`config.mk`:
```
export PLATFORM = sky130hd
export DESIGN_NAME = cccr_top
export DESIGN_NICKNAME = d
export VERILOG_FILES = /design/src/rtl/cccr_pkg.sv /design/src/rtl/cccr_reset_delay.sv /design/src/rtl/cccr_top.sv
export VERILOG_INCLUDE_DIRS = /design/src /design/src/rtl
export SDC_FILE = /design/constraint.sdc
export NUM_CORES = 1
export LEC_CHECK = 0
export BUFFER_PORTS_ARGS = -buffer_cell sky130_fd_sc_hd__buf_4
export CELL_PAD_IN_SITES_DETAIL_PLACEMENT = 1
export CELL_PAD_IN_SITES_GLOBAL_PLACEMENT = 1
export CORE_AREA = 2 2 95 97
export CTS_CLUSTER_DIAMETER = 200
export DETAILED_ROUTE_END_ITERATION = 8
export DIE_AREA = 0 0 97 99
export PLACE_DENSITY_LB_ADDON = 0.25
export SLEW_MARGIN = 0
export SYNTH_ARGS = -nofsm -noshare
export SYNTH_HDL_FRONTEND = slang
export SYNTH_SLANG_ARGS = --single-unit
```
`constraint.sdc`:
```
create_clock -name clock -period 2.2 [get_ports clock]
set_input_delay 0.11 -clock clock [delete_from_list [all_inputs] [get_ports clock]]
set_output_delay 0.11 -clock clock [all_outputs]
set_load 0.03 [all_outputs]
```
`src/rtl/cccr_params.svh`:
```
// constants of the core common control register bank
`ifndef CCCR_PARAMS_SVH
`define CCCR_PARAMS_SVH

// ----------------------------------------------------------------
// register offsets
// ----------------------------------------------------------------
`define CCCR_ADDR_WIDTH         20
`define CCCR_OFS_SELECT_MODE    20'h3_0a05
`define CCCR_OFS_RESET_CTRL     20'h3_0a06
`define CCCR_OFS_TX_STROBE      20'h3_0a07
`define CCCR_OFS_ALARM_SUMMARY  20'h3_0a08
`define CCCR_OFS_SECTION_TALLY  20'h3_0a09
`define CCCR_OFS_CELL_TALLY     20'h3_0a0a

// ----------------------------------------------------------------
// field positions
// ----------------------------------------------------------------
`define CCCR_SEL_LSB            0
`define CCCR_SEL_MSB            2
`define CCCR_PAIR_LSB           3
`define CCCR_PAIR_MSB           6
`define CCCR_ALL_BIT            7
`define CCCR_PHASE_LSB          5
`define CCCR_PHASE_MSB          6
`define CCCR_SOFT_RESET_BIT     7
`define CCCR_TX_DONE_BIT        7

// ----------------------------------------------------------------
// reset values and sizes
// ----------------------------------------------------------------
`define CCCR_RESET_SELECT_MODE  8'h00
`define CCCR_RESET_RESET_CTRL   8'h00
`define CCCR_RESET_TX_STROBE    8'h00
`define CCCR_RESET_TALLY        8'h00
`define CCCR_TALLY_MAX          8'hff
`define CCCR_CHANNELS           8
`define CCCR_ALARMS_PER_CH      8
`define CCCR_PHASE_STAGES       3

`endif

```
`src/rtl/cccr_pkg.sv`:
```
// types of the core common control register bank
package cccr_pkg;

    // ----------------------------------------------------------------
    // register port request
    // ----------------------------------------------------------------
    typedef struct packed {
        logic [19:0] address;
        logic [7:0]  writeData;
        logic        writeStrobe;
        logic        readStrobe;
    } cccr_request_type;

    // ----------------------------------------------------------------
    // effective cell mode grouping
    // ----------------------------------------------------------------
    typedef struct packed {
        logic       allLinks;
        logic [3:0] pairs;
    } cccr_cell_mode_type;

    typedef logic [2:0] cccr_channel_type;
    typedef logic [1:0] cccr_phase_type;

endpackage : cccr_pkg

```
`src/rtl/cccr_reset_delay.sv`:
```
// soft reset delay by a selectable phase
`timescale 1ns/1ps
`include "cccr_params.svh"

module cccr_reset_delay
(
    // clock and reset
    input  wire logic                     clock,
    input  wire logic                     reset_n,
    // request and phase
    input  wire logic                     request,
    input  wire cccr_pkg::cccr_phase_type phase,
    // delayed reset
    output logic                          applied
);

    // ----------------------------------------------------------------
    // delay line
    // ----------------------------------------------------------------
    logic [`CCCR_PHASE_STAGES-1:0] stage_reg;
    logic                          applied_next;

    always_ff @(posedge clock)
    begin
        if (!reset_n)
            stage_reg <= '0;
        else
            stage_reg <= {stage_reg[`CCCR_PHASE_STAGES-2:0], request};
    end

    // phase 00 applies one cycle after the request, 11 four cycles after
    always_comb
    begin
        case (phase)
            2'h0:    applied_next = request;
            2'h1:    applied_next = stage_reg[0];
            2'h2:    applied_next = stage_reg[1];
            2'h3:    applied_next = stage_reg[2];
            default: applied_next = 1'b0;
        endcase
    end

    always_ff @(posedge clock)
    begin
        if (!reset_n)
            applied <= 1'b0;
        else
            applied <= applied_next;
    end

endmodule : cccr_reset_delay

```
`src/rtl/cccr_top.sv`:
```
// core common control register bank
`timescale 1ns/1ps
`include "cccr_params.svh"

module cccr_top
(
    // clock and reset
    input  wire logic                         clock,
    input  wire logic                         reset_n,
    // register port
    input  wire cccr_pkg::cccr_request_type   request,
    output logic [7:0]                        readData,
    // channel events, index 0 is AA up to 7 is BD
    input  wire logic [7:0]                   sectionParityError,
    input  wire logic [7:0]                   cellParityError,
    input  wire logic [63:0]                  channelAlarms,
    // core controls
    output cccr_pkg::cccr_cell_mode_type      cellMode,
    output logic                              coreSoftReset,
    output logic                              serdesSoftReset,
    output logic                              txConfigDone,
    output logic                              alarmIndication
);

    // ----------------------------------------------------------------
    // decode
    // ----------------------------------------------------------------
    logic writeSelect;
    logic writeReset;
    logic writeStrobeReg;
    logic readSection;
    logic readCell;

    assign writeSelect    = request.writeStrobe
                            && (request.address == `CCCR_OFS_SELECT_MODE);
    assign writeReset     = request.writeStrobe
                            && (request.address == `CCCR_OFS_RESET_CTRL);
    assign writeStrobeReg = request.writeStrobe
                            && (request.address == `CCCR_OFS_TX_STROBE);
    assign readSection    = request.readStrobe
                            && (request.address == `CCCR_OFS_SECTION_TALLY);
    assign readCell       = request.readStrobe
                            && (request.address == `CCCR_OFS_CELL_TALLY);

    // ----------------------------------------------------------------
    // software registers, kept through the soft reset
    // ----------------------------------------------------------------
    logic [7:0] selectMode_reg;
    logic [7:0] resetCtrl_reg;
    logic [7:0] txStrobe_reg;

    always_ff @(posedge clock)
    begin
        if (!reset_n)
            selectMode_reg <= `CCCR_RESET_SELECT_MODE;
        else if (writeSelect)
            selectMode_reg <= request.writeData;
    end

    // reserved bits are stored as zero
    always_ff @(posedge clock)
    begin
        if (!reset_n)
            resetCtrl_reg <= `CCCR_RESET_RESET_CTRL;
        else if (writeReset)
            resetCtrl_reg <= request.writeData
                             & 8'he0;
    end

    always_ff @(posedge clock)
    begin
        if (!reset_n)
            txStrobe_reg <= `CCCR_RESET_TX_STROBE;
        else if (writeStrobeReg)
            txStrobe_reg <= request.writeData
                            & 8'h80;
    end

    // ----------------------------------------------------------------
    // channel select and cell mode
    // ----------------------------------------------------------------
    cccr_pkg::cccr_channel_type   tallyChannelSelect;
    logic                         allCellEnable;
    logic                         pairALowCellEnable;
    logic                         pairAHighCellEnable;
    logic                         pairBLowCellEnable;
    logic                         pairBHighCellEnable;
    logic [3:0]                   pairCellEnable;
    cccr_pkg::cccr_cell_mode_type cellMode_next;

    assign tallyChannelSelect  = selectMode_reg[`CCCR_SEL_MSB:`CCCR_SEL_LSB];
    assign allCellEnable       = selectMode_reg[`CCCR_ALL_BIT];
    assign pairALowCellEnable  = selectMode_reg[`CCCR_PAIR_LSB];
    assign pairAHighCellEnable = selectMode_reg[`CCCR_PAIR_LSB + 1];
    assign pairBLowCellEnable  = selectMode_reg[`CCCR_PAIR_LSB + 2];
    assign pairBHighCellEnable = selectMode_reg[`CCCR_PAIR_MSB];
    assign pairCellEnable      = {pairBHighCellEnable, pairBLowCellEnable,
                                  pairAHighCellEnable, pairALowCellEnable};

    // pair enables are dropped while all links form one group
    always_comb
    begin
        cellMode_next.allLinks = allCellEnable;
        cellMode_next.pairs    = pairCellEnable;
        if (allCellEnable)
            cellMode_next.pairs = 4'h0;
    end

    always_ff @(posedge clock)
    begin
        if (!reset_n)
            cellMode <= '0;
        else
            cellMode <= cellMode_next;
    end

    // ----------------------------------------------------------------
    // soft reset with phase delay
    // ----------------------------------------------------------------
    logic                     softResetRequest;
    cccr_pkg::cccr_phase_type resetPhase;
    logic                     softApplied;

    assign softResetRequest = resetCtrl_reg[`CCCR_SOFT_RESET_BIT];
    assign resetPhase       = resetCtrl_reg[`CCCR_PHASE_MSB:`CCCR_PHASE_LSB];

    cccr_reset_delay u_cccr_reset_delay
    (
        .clock   (clock),
        .reset_n (reset_n),
        .request (softResetRequest),
        .phase   (resetPhase),
        .applied (softApplied)
    );

    always_ff @(posedge clock)
    begin
        if (!reset_n)
            coreSoftReset <= 1'b0;
        else
            coreSoftReset <= softApplied;
    end

    // serializer blocks never see the soft reset
    always_ff @(posedge clock)
    begin
        if (!reset_n)
            serdesSoftReset <= 1'b0;
        else
            serdesSoftReset <= 1'b0;
    end

    // ----------------------------------------------------------------
    // transmit done edge detect
    // ----------------------------------------------------------------
    logic txDonePrev_reg;
    logic txDoneBit;

    assign txDoneBit = txStrobe_reg[`CCCR_TX_DONE_BIT];

    // core flop, set to one by the soft reset so a held one gives no edge
    always_ff @(posedge clock)
    begin
        if (!reset_n || coreSoftReset)
            txDonePrev_reg <= 1'b1;
        else
            txDonePrev_reg <= txDoneBit;
    end

    // the host writes 0 then 1 to make this edge
    always_ff @(posedge clock)
    begin
        if (!reset_n || coreSoftReset)
            txConfigDone <= 1'b0;
        else
            txConfigDone <= txDoneBit && !txDonePrev_reg;
    end

    // ----------------------------------------------------------------
    // alarm summary
    // ----------------------------------------------------------------
    logic [7:0] alarmSummary_next;
    logic [7:0] channelAlarmSummaryBit;

    // summary bits follow the alarm levels, reading does not clear them
    genvar bitIndex;
    generate
        for (bitIndex = 0; bitIndex < `CCCR_CHANNELS; bitIndex = bitIndex + 1)
        begin : summaryBits
            assign alarmSummary_next[bitIndex] =
                |channelAlarms[(7 - bitIndex) * 8 +: 8];
        end
    endgenerate

    always_ff @(posedge clock)
    begin
        if (!reset_n)
            channelAlarmSummaryBit <= 8'h00;
        else
            channelAlarmSummaryBit <= alarmSummary_next;
    end

    always_ff @(posedge clock)
    begin
        if (!reset_n)
            alarmIndication <= 1'b0;
        else
            alarmIndication <= |alarmSummary_next;
    end

    // ----------------------------------------------------------------
    // parity error tallies
    // ----------------------------------------------------------------
    logic [7:0] sectionParityErrorTally_reg;
    logic [7:0] cellParityErrorTally_reg;
    logic [7:0] sectionParityErrorTally_next;
    logic [7:0] cellParityErrorTally_next;
    logic       sectionHit;
    logic       cellHit;

    assign sectionHit = sectionParityError[tallyChannelSelect];
    assign cellHit    = cellParityError[tallyChannelSelect];

    // a read clears first, so an error in the read cycle leaves one
    always_comb
    begin
        sectionParityErrorTally_next = sectionParityErrorTally_reg;
        if (readSection)
            sectionParityErrorTally_next = {7'h00, sectionHit};
        else if (sectionHit && sectionParityErrorTally_reg != `CCCR_TALLY_MAX)
            sectionParityErrorTally_next = sectionParityErrorTally_reg + 8'h01;
    end

    always_comb
    begin
        cellParityErrorTally_next = cellParityErrorTally_reg;
        if (readCell)
            cellParityErrorTally_next = {7'h00, cellHit};
        else if (cellHit && cellParityErrorTally_reg != `CCCR_TALLY_MAX)
            cellParityErrorTally_next = cellParityErrorTally_reg + 8'h01;
    end

    always_ff @(posedge clock)
    begin
        if (!reset_n)
            sectionParityErrorTally_reg <= `CCCR_RESET_TALLY;
        else
            sectionParityErrorTally_reg <= sectionParityErrorTally_next;
    end

    always_ff @(posedge clock)
    begin
        if (!reset_n)
            cellParityErrorTally_reg <= `CCCR_RESET_TALLY;
        else
            cellParityErrorTally_reg <= cellParityErrorTally_next;
    end

    // ----------------------------------------------------------------
    // read data
    // ----------------------------------------------------------------
    logic [7:0] readData_next;

    // unmapped offsets read zero
    always_comb
    begin
        case (request.address)
            `CCCR_OFS_SELECT_MODE:   readData_next = selectMode_reg;
            `CCCR_OFS_RESET_CTRL:    readData_next = resetCtrl_reg;
            `CCCR_OFS_TX_STROBE:     readData_next = txStrobe_reg;
            `CCCR_OFS_ALARM_SUMMARY: readData_next = channelAlarmSummaryBit;
            `CCCR_OFS_SECTION_TALLY: readData_next = sectionParityErrorTally_reg;
            `CCCR_OFS_CELL_TALLY:    readData_next = cellParityErrorTally_reg;
            default:                 readData_next = 8'h00;
        endcase
    end

    always_ff @(posedge clock)
    begin
        if (!reset_n)
            readData <= 8'h00;
        else if (request.readStrobe)
            readData <= readData_next;
        else
            readData <= 8'h00;
    end

endmodule : cccr_top

```
**Word-level counts from Yosys, hierarchy flattened**

Index checks and enable logic that the tools add are counted.

- Word-level logic and storage cells: 69
- Output and inout port bits: 17
- Register bits: 57
- Input bits: 112

- Reductions and logical operators: 27
- Add/subtract/negate cells: 2
- Magnitude comparators: 1
- Mux-type cells: 10
- Eq/ne operators: 11
- Bitwise gates (word level): 1

Operators by type and width:

| kind | number |
|---|---|
| $eq 20x18->1 const B | 6 |
| $reduce_or 64->1 | 1 |
| $reduce_or 8->1 | 8 |
| $pmux 8 s6 | 1 |
| $add 8x1->8 const B | 2 |
| $ne 8x8->1 const B | 2 |
| $logic_and 1x1->1 | 8 |
| $bmux 1 s3 | 2 |
| $mux 1 | 6 |
| $reduce_or 2->1 | 3 |
| $eq 2x2->1 const B | 2 |
| $lt 3x4->1 const B | 1 |
| $pmux 1 s4 | 1 |
| $reduce_bool 2->1 | 2 |
| $eq 2x1->1 const B | 1 |
| $logic_not 1->1 | 2 |
| $logic_not 2->1 | 1 |
| $reduce_and 2->1 | 1 |
| $logic_or 1x1->1 | 1 |
| $not 1->1 | 1 |

**Logic depth before layout (Yosys ltp)**

Gate-level depths: netlist of the first run.

- Word-level depth: 5
- Depth in mapped cells: 7

**Modules after synthesis**

A second synthesis of the first run with hierarchy kept.

- Cells, all modules: 286
- Area total of the unflattened synthesis: 2727.6 um^2

By module, submodules not included:

| module | times used | cells each | area each (um^2) |
|---|---|---|---|
| cccr_top | 1 | 277 | 2600.0 |
| cccr_reset_delay | 1 | 9 | 127.6 |

**Worst setup path after synthesis of the first run**

No wires, ideal clock.

- Path kind: flip-flop to flip-flop
- Start point: register selectMode_reg[1]
- End point: register sectionParityErrorTally_reg[0]
- Stages on the path, launching flop included: 7
- Period minus slack after synthesis: 1.673 ns
- Library setup time: 0.084 ns
- Data required time: 2.116 ns
- Data arrival time: 1.589 ns
- Slack: 0.527 ns
- Buffers on the path: 1
- Cells stage by stage: dfxtp_1 > buf_6 > mux4_2 > mux2i_4 > nor2_2 > a211o_1 > o31ai_2

- Word-level cells in the longest chain between the ends: 4

RTL lines:

| item | RTL line | text |
|---|---|---|
| from (decl) | cccr_top.sv:48 | `logic [7:0] selectMode_reg;` |
| from (signal assigned) | cccr_top.sv:55 | `` selectMode_reg <= `CCCR_RESET_SELECT_MODE; `` |
| from (signal assigned) | cccr_top.sv:57 | `selectMode_reg <= request.writeData;` |
| $bmux 1 s3 * | cccr_top.sv:221 | `assign sectionHit = sectionParityError[tallyChannelSelect];` |
| $mux 1 (not written as such) * | cccr_top.sv:221 |  |
| $logic_and 1x1->1 (no source line) | - |  |
| $reduce_bool 2->1 (no source line) | - |  |
| to (signal assigned) | cccr_top.sv:246 | `` sectionParityErrorTally_reg <= `CCCR_RESET_TALLY; `` |
| to (signal assigned) | cccr_top.sv:248 | `sectionParityErrorTally_reg <= sectionParityErrorTally_next;` |
| to (decl) | cccr_top.sv:214 | `logic [7:0] sectionParityErrorTally_reg;` |

Mark *: on every way between the ends. The rest lies on a longest branch, timed or not. The select of a mux whose other input is x is not followed.
A chain may end at the register's enable or synchronous reset.

**Final worst setup path of the first run**

- Start point: register selectMode_reg[1]
- End point: register cellParityErrorTally_reg[3]

- Word-level cells in the longest chain between the ends: 3

RTL lines:

| item | RTL line | text |
|---|---|---|
| $bmux 1 s3 | cccr_top.sv:222 | `assign cellHit = cellParityError[tallyChannelSelect];` |
| $mux 1 (not written as such) | cccr_top.sv:222 |  |
| $logic_and 1x1->1 (no source line) | - |  |
| to (signal assigned) | cccr_top.sv:254 | `` cellParityErrorTally_reg <= `CCCR_RESET_TALLY; `` |
| to (signal assigned) | cccr_top.sv:256 | `cellParityErrorTally_reg <= cellParityErrorTally_next;` |
| to (decl) | cccr_top.sv:215 | `logic [7:0] cellParityErrorTally_reg;` |

No other way between the ends. The select of a mux whose other input is x is not followed.

==> metrics.yaml, run 1 <==
ys_warn_count: 0
synth-seq-area-share_pct: 40.3
drv_cap: 0
area_delta_synth_final_pct: 47.4
drc_errors: 0
holdWs_ps: 13.7
combPwrFrac_pct: 10.3
worst-r2r-setup-slack_ps: 250
syn-num-nets: 407
synth_most_common_cell: "dfxtp_1"
critical_path_arrival_ps: 2210
worst_slack_ps: 252
slew_violations: 0
cts_made_buffers: 9
cts_max_level: 3
critPathKind: "reg2reg"
clockPowerShare_pct: 50.2
p_leak_nw: 1.71
vias: 2904
r2r_start: "selectMode_reg[1]$_SDFFE_PN0P_"
hold_path.class: "in2reg"
netlist_top_cells_area: "dfxtp_1 40%, mux2i_1 6.4%, nor4_1 4.4%"
antenna_found_initial: 0
fin_setup_tns_ps: 0
fin_util_pct: 48.9
worst_pin_slew_ps: 652
synthDistinctLibCells: 57
switching_share_pct: 20.2
hold_end: "selectMode_reg[2]$_SDFFE_PN0P_"
path_clk_slew_ps: 70
place.gp.congestion: 0.878
seq_power_share_pct: 39.5
wl_um: 9580
fp.dieArea_um2: 9600
finalPower_mw: 2.69
clock_skew_ps: 12.9
synthTopCellsByCount: "57 x dfxtp_1, 27 x nor2_1, 20 x nor4_1, 18 x mux2i_1, 17 x a21oi_1"
r2r_end: "cellParityErrorTally_reg[3]$_SDFFE_PP0P_"
grt_pass1_vias: 3187
overflow: 0
async_flop_share_pct: 0
dpl_worst_slack_ps: 257
synth_area_um2: 2830
switchingPower_mw: 0.543
grt_max_degree: 15
setup_viol: 0
fin_crit_ps: 1950
hp-start: "request[4]"
ir_worst_vdd_mv: 0.276
start_kind: "register"
nets: 540
reg2reg_depth: 5
synth_area_per_cell_um2: 9.67
yosysTopAreaCell: "dfxtp_1"
ioPinCount: 129
critical-path-top-delay-family: "simple AND/OR/NAND/NOR gates"
cpPeakStageDelay_ps: 590
synthCells: 293
cts_root_buf: "clkbuf_8"
hpwl_um: 7730
detail-route-antenna-nets: 0
required_ps: 2460
dieWidth_um: 97
avgViaCountPerCell: 5.39
outcome: "finished, final reports clean"
cp_max_fo: 12
synth_ff_type: "dfxtp_1"
slowest_stage: "or4_1"
relSlewSlack_pct: 56.1
antenna_cells: 0
cts.sinks: 57
hold_depth: 3
drive_gt1_share_pct: 40.6
drt_iter0_drc: 111
holdBufCountCts: 0
grt_pass1_wl_um: 15700
io_buffers: 127
insertion_delay_ps: 330
die_h_um: 99
cts_tree: "yes"
fin_crit_sh_pct: 88.6
grt_use_total_pct: 20.4
start_util_pct: 33.1
wl_per_cell_um: 17.8
coreArea_um2: 8550
fmax_mhz: 513
ys_ff_latch: 57
cts_buffer_depth: 2
crit_path_cell_trace: "mux2i_1, nand3b_1, nand4_2, or4_1, a21oi_1"
rsz0062_at_grt: "no"
cts_resized: 0
power.density_nw_per_um2: 643
post_cts_buffers: 0
endpoint_kind: "register"
core.rowCount: 34
p_int_mw: 2.15
finalHoldViolations: 0
synth_top_area_share_pct: 40.3
synth_edf_count: 0
path_buf_inv: 0
drt_first_pass_iters: 7
[cell families after synthesis]
| family | share of synthesized area, % |
|---|---|
| compound gates | 11.5 |
| flops | 40.3 |
| buf+inv | 2.47 |
| fa+ha+maj | 0.883 |
| mux | 12.3 |
| simple gates | 30.6 |
| xor+xnor | 1.85 |
| other cells | 0.132 |
[final cells by class]
cell class | instances | area, µm²
sequential | 57 | 1140
tap | 108 | 135
multi-input combinational | 223 | 1620
timing repair buffer | 132 | 991
fill | 1013 | 4370
clock inverter | 5 | 125
clock buffer | 11 | 151
inverter | 3 | 11.3
[worst reg2reg max path, stage by stage (launching register included)]
cell and delay (ps):
dfxtp_1 570, mux2i_1 130, nand3b_1 130, nand4_2 310, or4_1 590, a21oi_1 160
[layer usage]
layer / part of all wire, % / vias up / global-route usage [%] / routed length [µm]
li1: - / 1384 / - / -
met1: 41 / 1413 / 23.7 / 3930
met2: 52 / 96 / 36.9 / 4960
met3: 6.0 / 11 / 5.53 / 572
met4: 1.2 / 0 / 5.74 / 116
met5: 0 / - / 0 / 0
[metrics by stage]
step                      cell area (µm²)  cells
final                                4180    539
after global routing                 4180    539
after CTS                            4180    539
after detailed placement             3900    523
after global placement               3900    523
after floorplan                      2830    293
[how the worst max path moves through the flow]
stage                                         from  depth (start not counted)  slack [ps]                                           to
floorplan           selectMode_reg[1]$_SDFFE_PN0P_                          6         530  sectionParityErrorTally_reg[0]$_SDFFE_PN0P_
detailed placement  selectMode_reg[1]$_SDFFE_PN0P_                          5         260  sectionParityErrorTally_reg[4]$_SDFFE_PP0P_
global placement    selectMode_reg[1]$_SDFFE_PN0P_                          5         280  sectionParityErrorTally_reg[0]$_SDFFE_PN0P_
global route        selectMode_reg[1]$_SDFFE_PN0P_                          5          70     cellParityErrorTally_reg[3]$_SDFFE_PP0P_
CTS                 selectMode_reg[1]$_SDFFE_PN0P_                          5         240  sectionParityErrorTally_reg[0]$_SDFFE_PN0P_
finish              selectMode_reg[1]$_SDFFE_PN0P_                          5         250     cellParityErrorTally_reg[3]$_SDFFE_PP0P_
[placed cells by master, fill, tap and decap left out, types with 5 or more instances in the layout]
master    synthesis  routed
dfxtp_1          57      57
nand4_1           6       6
o21ai_0           5       5
nand2_1          15      15
mux2i_1          18      18
clkbuf_8          0      11
buf_4             1     132
nand3_1          11      11
nand3b_1          5       5
nor2_1           27      27
xnor2_1           6       6
a222oi_1          5       5
nor3_1            6       6
a21oi_1          17      17
and4_1            5       5
and2_1           10      10
nor4_1           20      20
mux2_2            7       7
[power by group through the flow]
stage               clock, mW  sequential [mW]  combinational (mW)
finish                   1.35             1.06               0.276
global route             1.42             1.06               0.301
CTS                      1.37             1.06               0.278
detailed placement          0             1.09               0.277
global placement            0             1.09               0.269
floorplan                   0             1.08              0.0858
Power figures use the tool's default switching activity.
==> inputs of run 2 (changes only) <==
--- a/config.mk
+++ b/config.mk
@@ -6,13 +6,15 @@
 export SDC_FILE = /design/constraint.sdc
 export NUM_CORES = 1
 export LEC_CHECK = 0
+export ABC_AREA = 1
+export ABC_CLOCK_PERIOD_IN_PS = 2200
 export BUFFER_PORTS_ARGS = -buffer_cell sky130_fd_sc_hd__buf_4
 export CELL_PAD_IN_SITES_DETAIL_PLACEMENT = 1
 export CELL_PAD_IN_SITES_GLOBAL_PLACEMENT = 1
-export CORE_AREA = 2 2 95 97
+export CORE_AREA = 2 2 102 104
 export CTS_CLUSTER_DIAMETER = 200
 export DETAILED_ROUTE_END_ITERATION = 8
-export DIE_AREA = 0 0 97 99
+export DIE_AREA = 0 0 104 106
 export PLACE_DENSITY_LB_ADDON = 0.25
 export SLEW_MARGIN = 0
 export SYNTH_ARGS = -nofsm -noshare
==> run 2 against run 1 <==
First-iteration DRC count rose by 2.7%. Sequential cell count did not move. Register-to-register slack improved by 300 ps. Largest power group is now registers. Clock skew fell by 7.9 ps. Clock-buffer cell count rose by 3. Global-route usage fell by 1.4 points. Critical endpoint is now sectionParityErrorTally_reg[0]$_SDFFE_PN0P_. Highest routed layer unchanged. Synthesized cell count rose by 64%. Area after synthesis rose by 12%. Non-clock buffer count fell by 3. Clock power fell by 23%.
==> metrics.yaml, run 2 <==
grt_pass1_vias: 3612
grt_max_degree: 23
critPathKind: "reg2reg"
fin_crit_ps: 1650
hpwl_um: 8290
cts.sinks: 57
synth_xor_area_share_pct: 2.75
grt_pass1_wl_um: 16900
area_delta_synth_final_pct: 39.2
p_leak_nw: 2.09
p_int_mw: 1.83
synthTopCellsByCount: "115 x nor2_1, 108 x nand2_1, 57 x dfxtp_1, 47 x nand3_1, 37 x inv_1"
synth_top_family_by_area: "simple AND/OR/NAND/NOR gates"
path_clk_slew_ps: 70
vias: 3502
antenna_found_initial: 0
cts_buffer_depth: 2
fin_setup_tns_ps: 0
layout_commonest_cell: "buf_4"
switchingPower_mw: 0.557
fin_crit_sh_pct: 74.8
dieWidth_um: 104
clockPowerShare_pct: 43.7
ir_worst_vdd_mv: 0.274
path_common_cell: "nand3_4"
synthDistinctLibCells: 36
yosysTopAreaCell: "dfxtp_1"
rsz0062_at_grt: "no"
cts_resized: 0
async_flop_share_pct: 0
critical_path_arrival_ps: 1920
place.gp.congestion: 0.811
required_ps: 2480
drive_gt1_share_pct: 29.6
core.rowCount: 37
coreArea_um2: 10000
endpoint_kind: "register"
nets: 721
fmax_mhz: 607
drc_errors: 0
overflow: 0
grt_use_total_pct: 19.0
synth_edf_count: 0
switching_share_pct: 23.3
synth_compound_gate_area_share_pct: 6.10
post_cts_buffers: 0
layout_common_cells: "129 x buf_4, 115 x nor2_1, 108 x nand2_1"
antenna_cells: 0
start_util_pct: 31.8
outcome: "finished, final reports clean"
die_h_um: 106
cts_max_level: 3
slew_violations: 0
io_buffers: 127
setup_viol: 0
cts_root_buf: "clkbuf_8"
yosys.area_share.simple_pct: 46.0
drt_iter0_drc: 114
synth-seq-area-share_pct: 35.9
critical-path-top-delay-family: "simple AND/OR/NAND/NOR gates"
ioPinCount: 129
place_area_um2: 4220
ys_warn_count: 0
seq_power_share_pct: 44.4
detail-route-antenna-nets: 0
wl_per_cell_um: 13.6
slowest_stage: "dfxtp_1"
ys_ff_latch: 57
holdBufCountCts: 0
hold_path.class: "in2reg"
insertion_delay_ps: 340
avgViaCountPerCell: 4.68
synth_top_area_share_pct: 35.9
synth_most_common_cell: "nor2_1"
fp.dieArea_um2: 11000
muxShareOfSynthArea_pct: 0
drv_cap: 0
synth_area_per_cell_um2: 6.62
power.density_nw_per_um2: 539
cts_made_buffers: 9
wl_um: 10200
synthCells: 480
combPwrFrac_pct: 11.9
finalHoldViolations: 0
cpPeakStageDelay_ps: 400
cts_tree: "yes"
synth_fa_ha_area_share_pct: 0.787
crit_path_cell_trace: "ha_1, nand2_2, nor3b_4, nand3_4, nand3_4, nand3_1, a21oi_2"
cp_max_fo: 9
drt_first_pass_iters: 4
synth_ff_type: "dfxtp_1"
finalPower_mw: 2.39
start_kind: "register"
syn-num-nets: 594
fillers: 1353
synth_area_um2: 3180
path_buf_inv: 0
clock_skew_ps: 5.00
design_area_um2: 4430
netlist_top_cells_area: "dfxtp_1 36%, nor2_1 14%, nand2_1 13%"
fin_util_pct: 44.3
==> run 2: through the flow <==
step	setup WS, ps	std cells	hold slack [ps]
floorplan	809	480	240
global placement	503	732	375
detailed placement	518	732	379
CTS	541	748	16.1
global route	336	748	53.7
finish	553	748	25.1
==> run 2: worst reg2reg max path, stage by stage (launching register included) <==
cell	delay (ps)
dfxtp_1	400
ha_1	220
nand2_2	90
nor3b_4	290
nand3_4	190
nand3_4	160
nand3_1	110
a21oi_2	130
==> run 2: routing by layer <==
metal,track usage [%],wire length [µm],up-vias
met1,22.4,4380,1599
met4,8.59,140,0
li1,-,-,1775
met2,33.2,5010,117
met5,0,0,-
met3,4.11,645,11
==> run 2: final timing paths <==
kind | slack [ps] | startpoint | cells after the start | end
min reg2reg | 400 | txDonePrev_reg$_SDFF_PP1_ | 1 | txConfigDone$_SDFF_PP0_
max | 550 | sectionParityErrorTally_reg[0]$_SDFFE_PN0P_ | 7 | sectionParityErrorTally_reg[0]$_SDFFE_PN0P_
min | 30 | request[4] | 3 | selectMode_reg[2]$_SDFFE_PN0P_
max reg2reg | 550 | sectionParityErrorTally_reg[0]$_SDFFE_PN0P_ | 7 | sectionParityErrorTally_reg[0]$_SDFFE_PN0P_
==> run 2: power groups by stage <==
stage	Sequential (mW)	Clock (mW)	Combinational [mW]
2_1_floorplan	1.08	0	0.103
3_3_place_gp	1.08	0	0.279
3_5_place_dp	1.08	0	0.287
4_1_cts	1.06	1.06	0.288
5_1_grt	1.06	1.10	0.317
6_report	1.06	1.04	0.283
==> run 2: area by class of cell <==
class / count / area (µm²) / area share, %
inverters: 44 / 165 / 3.73
multi-input cells: 366 / 1770 / 40.1
clock buffers: 14 / 173 / 3.90
well taps: 136 / 170 / 3.84
clock inverters: 2 / 35.0 / 0.791
repair buffers: 129 / 968 / 21.9
flip-flops and latches: 57 / 1140 / 25.8
==> run 2: cell families (layout without fill, tap and decap cells) <==
| group | count (synthesis) | count (layout) |
|---|---|---|
| other cells | 1 | 1 |
| compound gates | 36 | 36 |
| buf+inv | 57 | 189 |
| xor+xnor | 10 | 10 |
| simple gates | 317 | 317 |
| fa+ha+maj | 2 | 2 |
| flops | 57 | 57 |
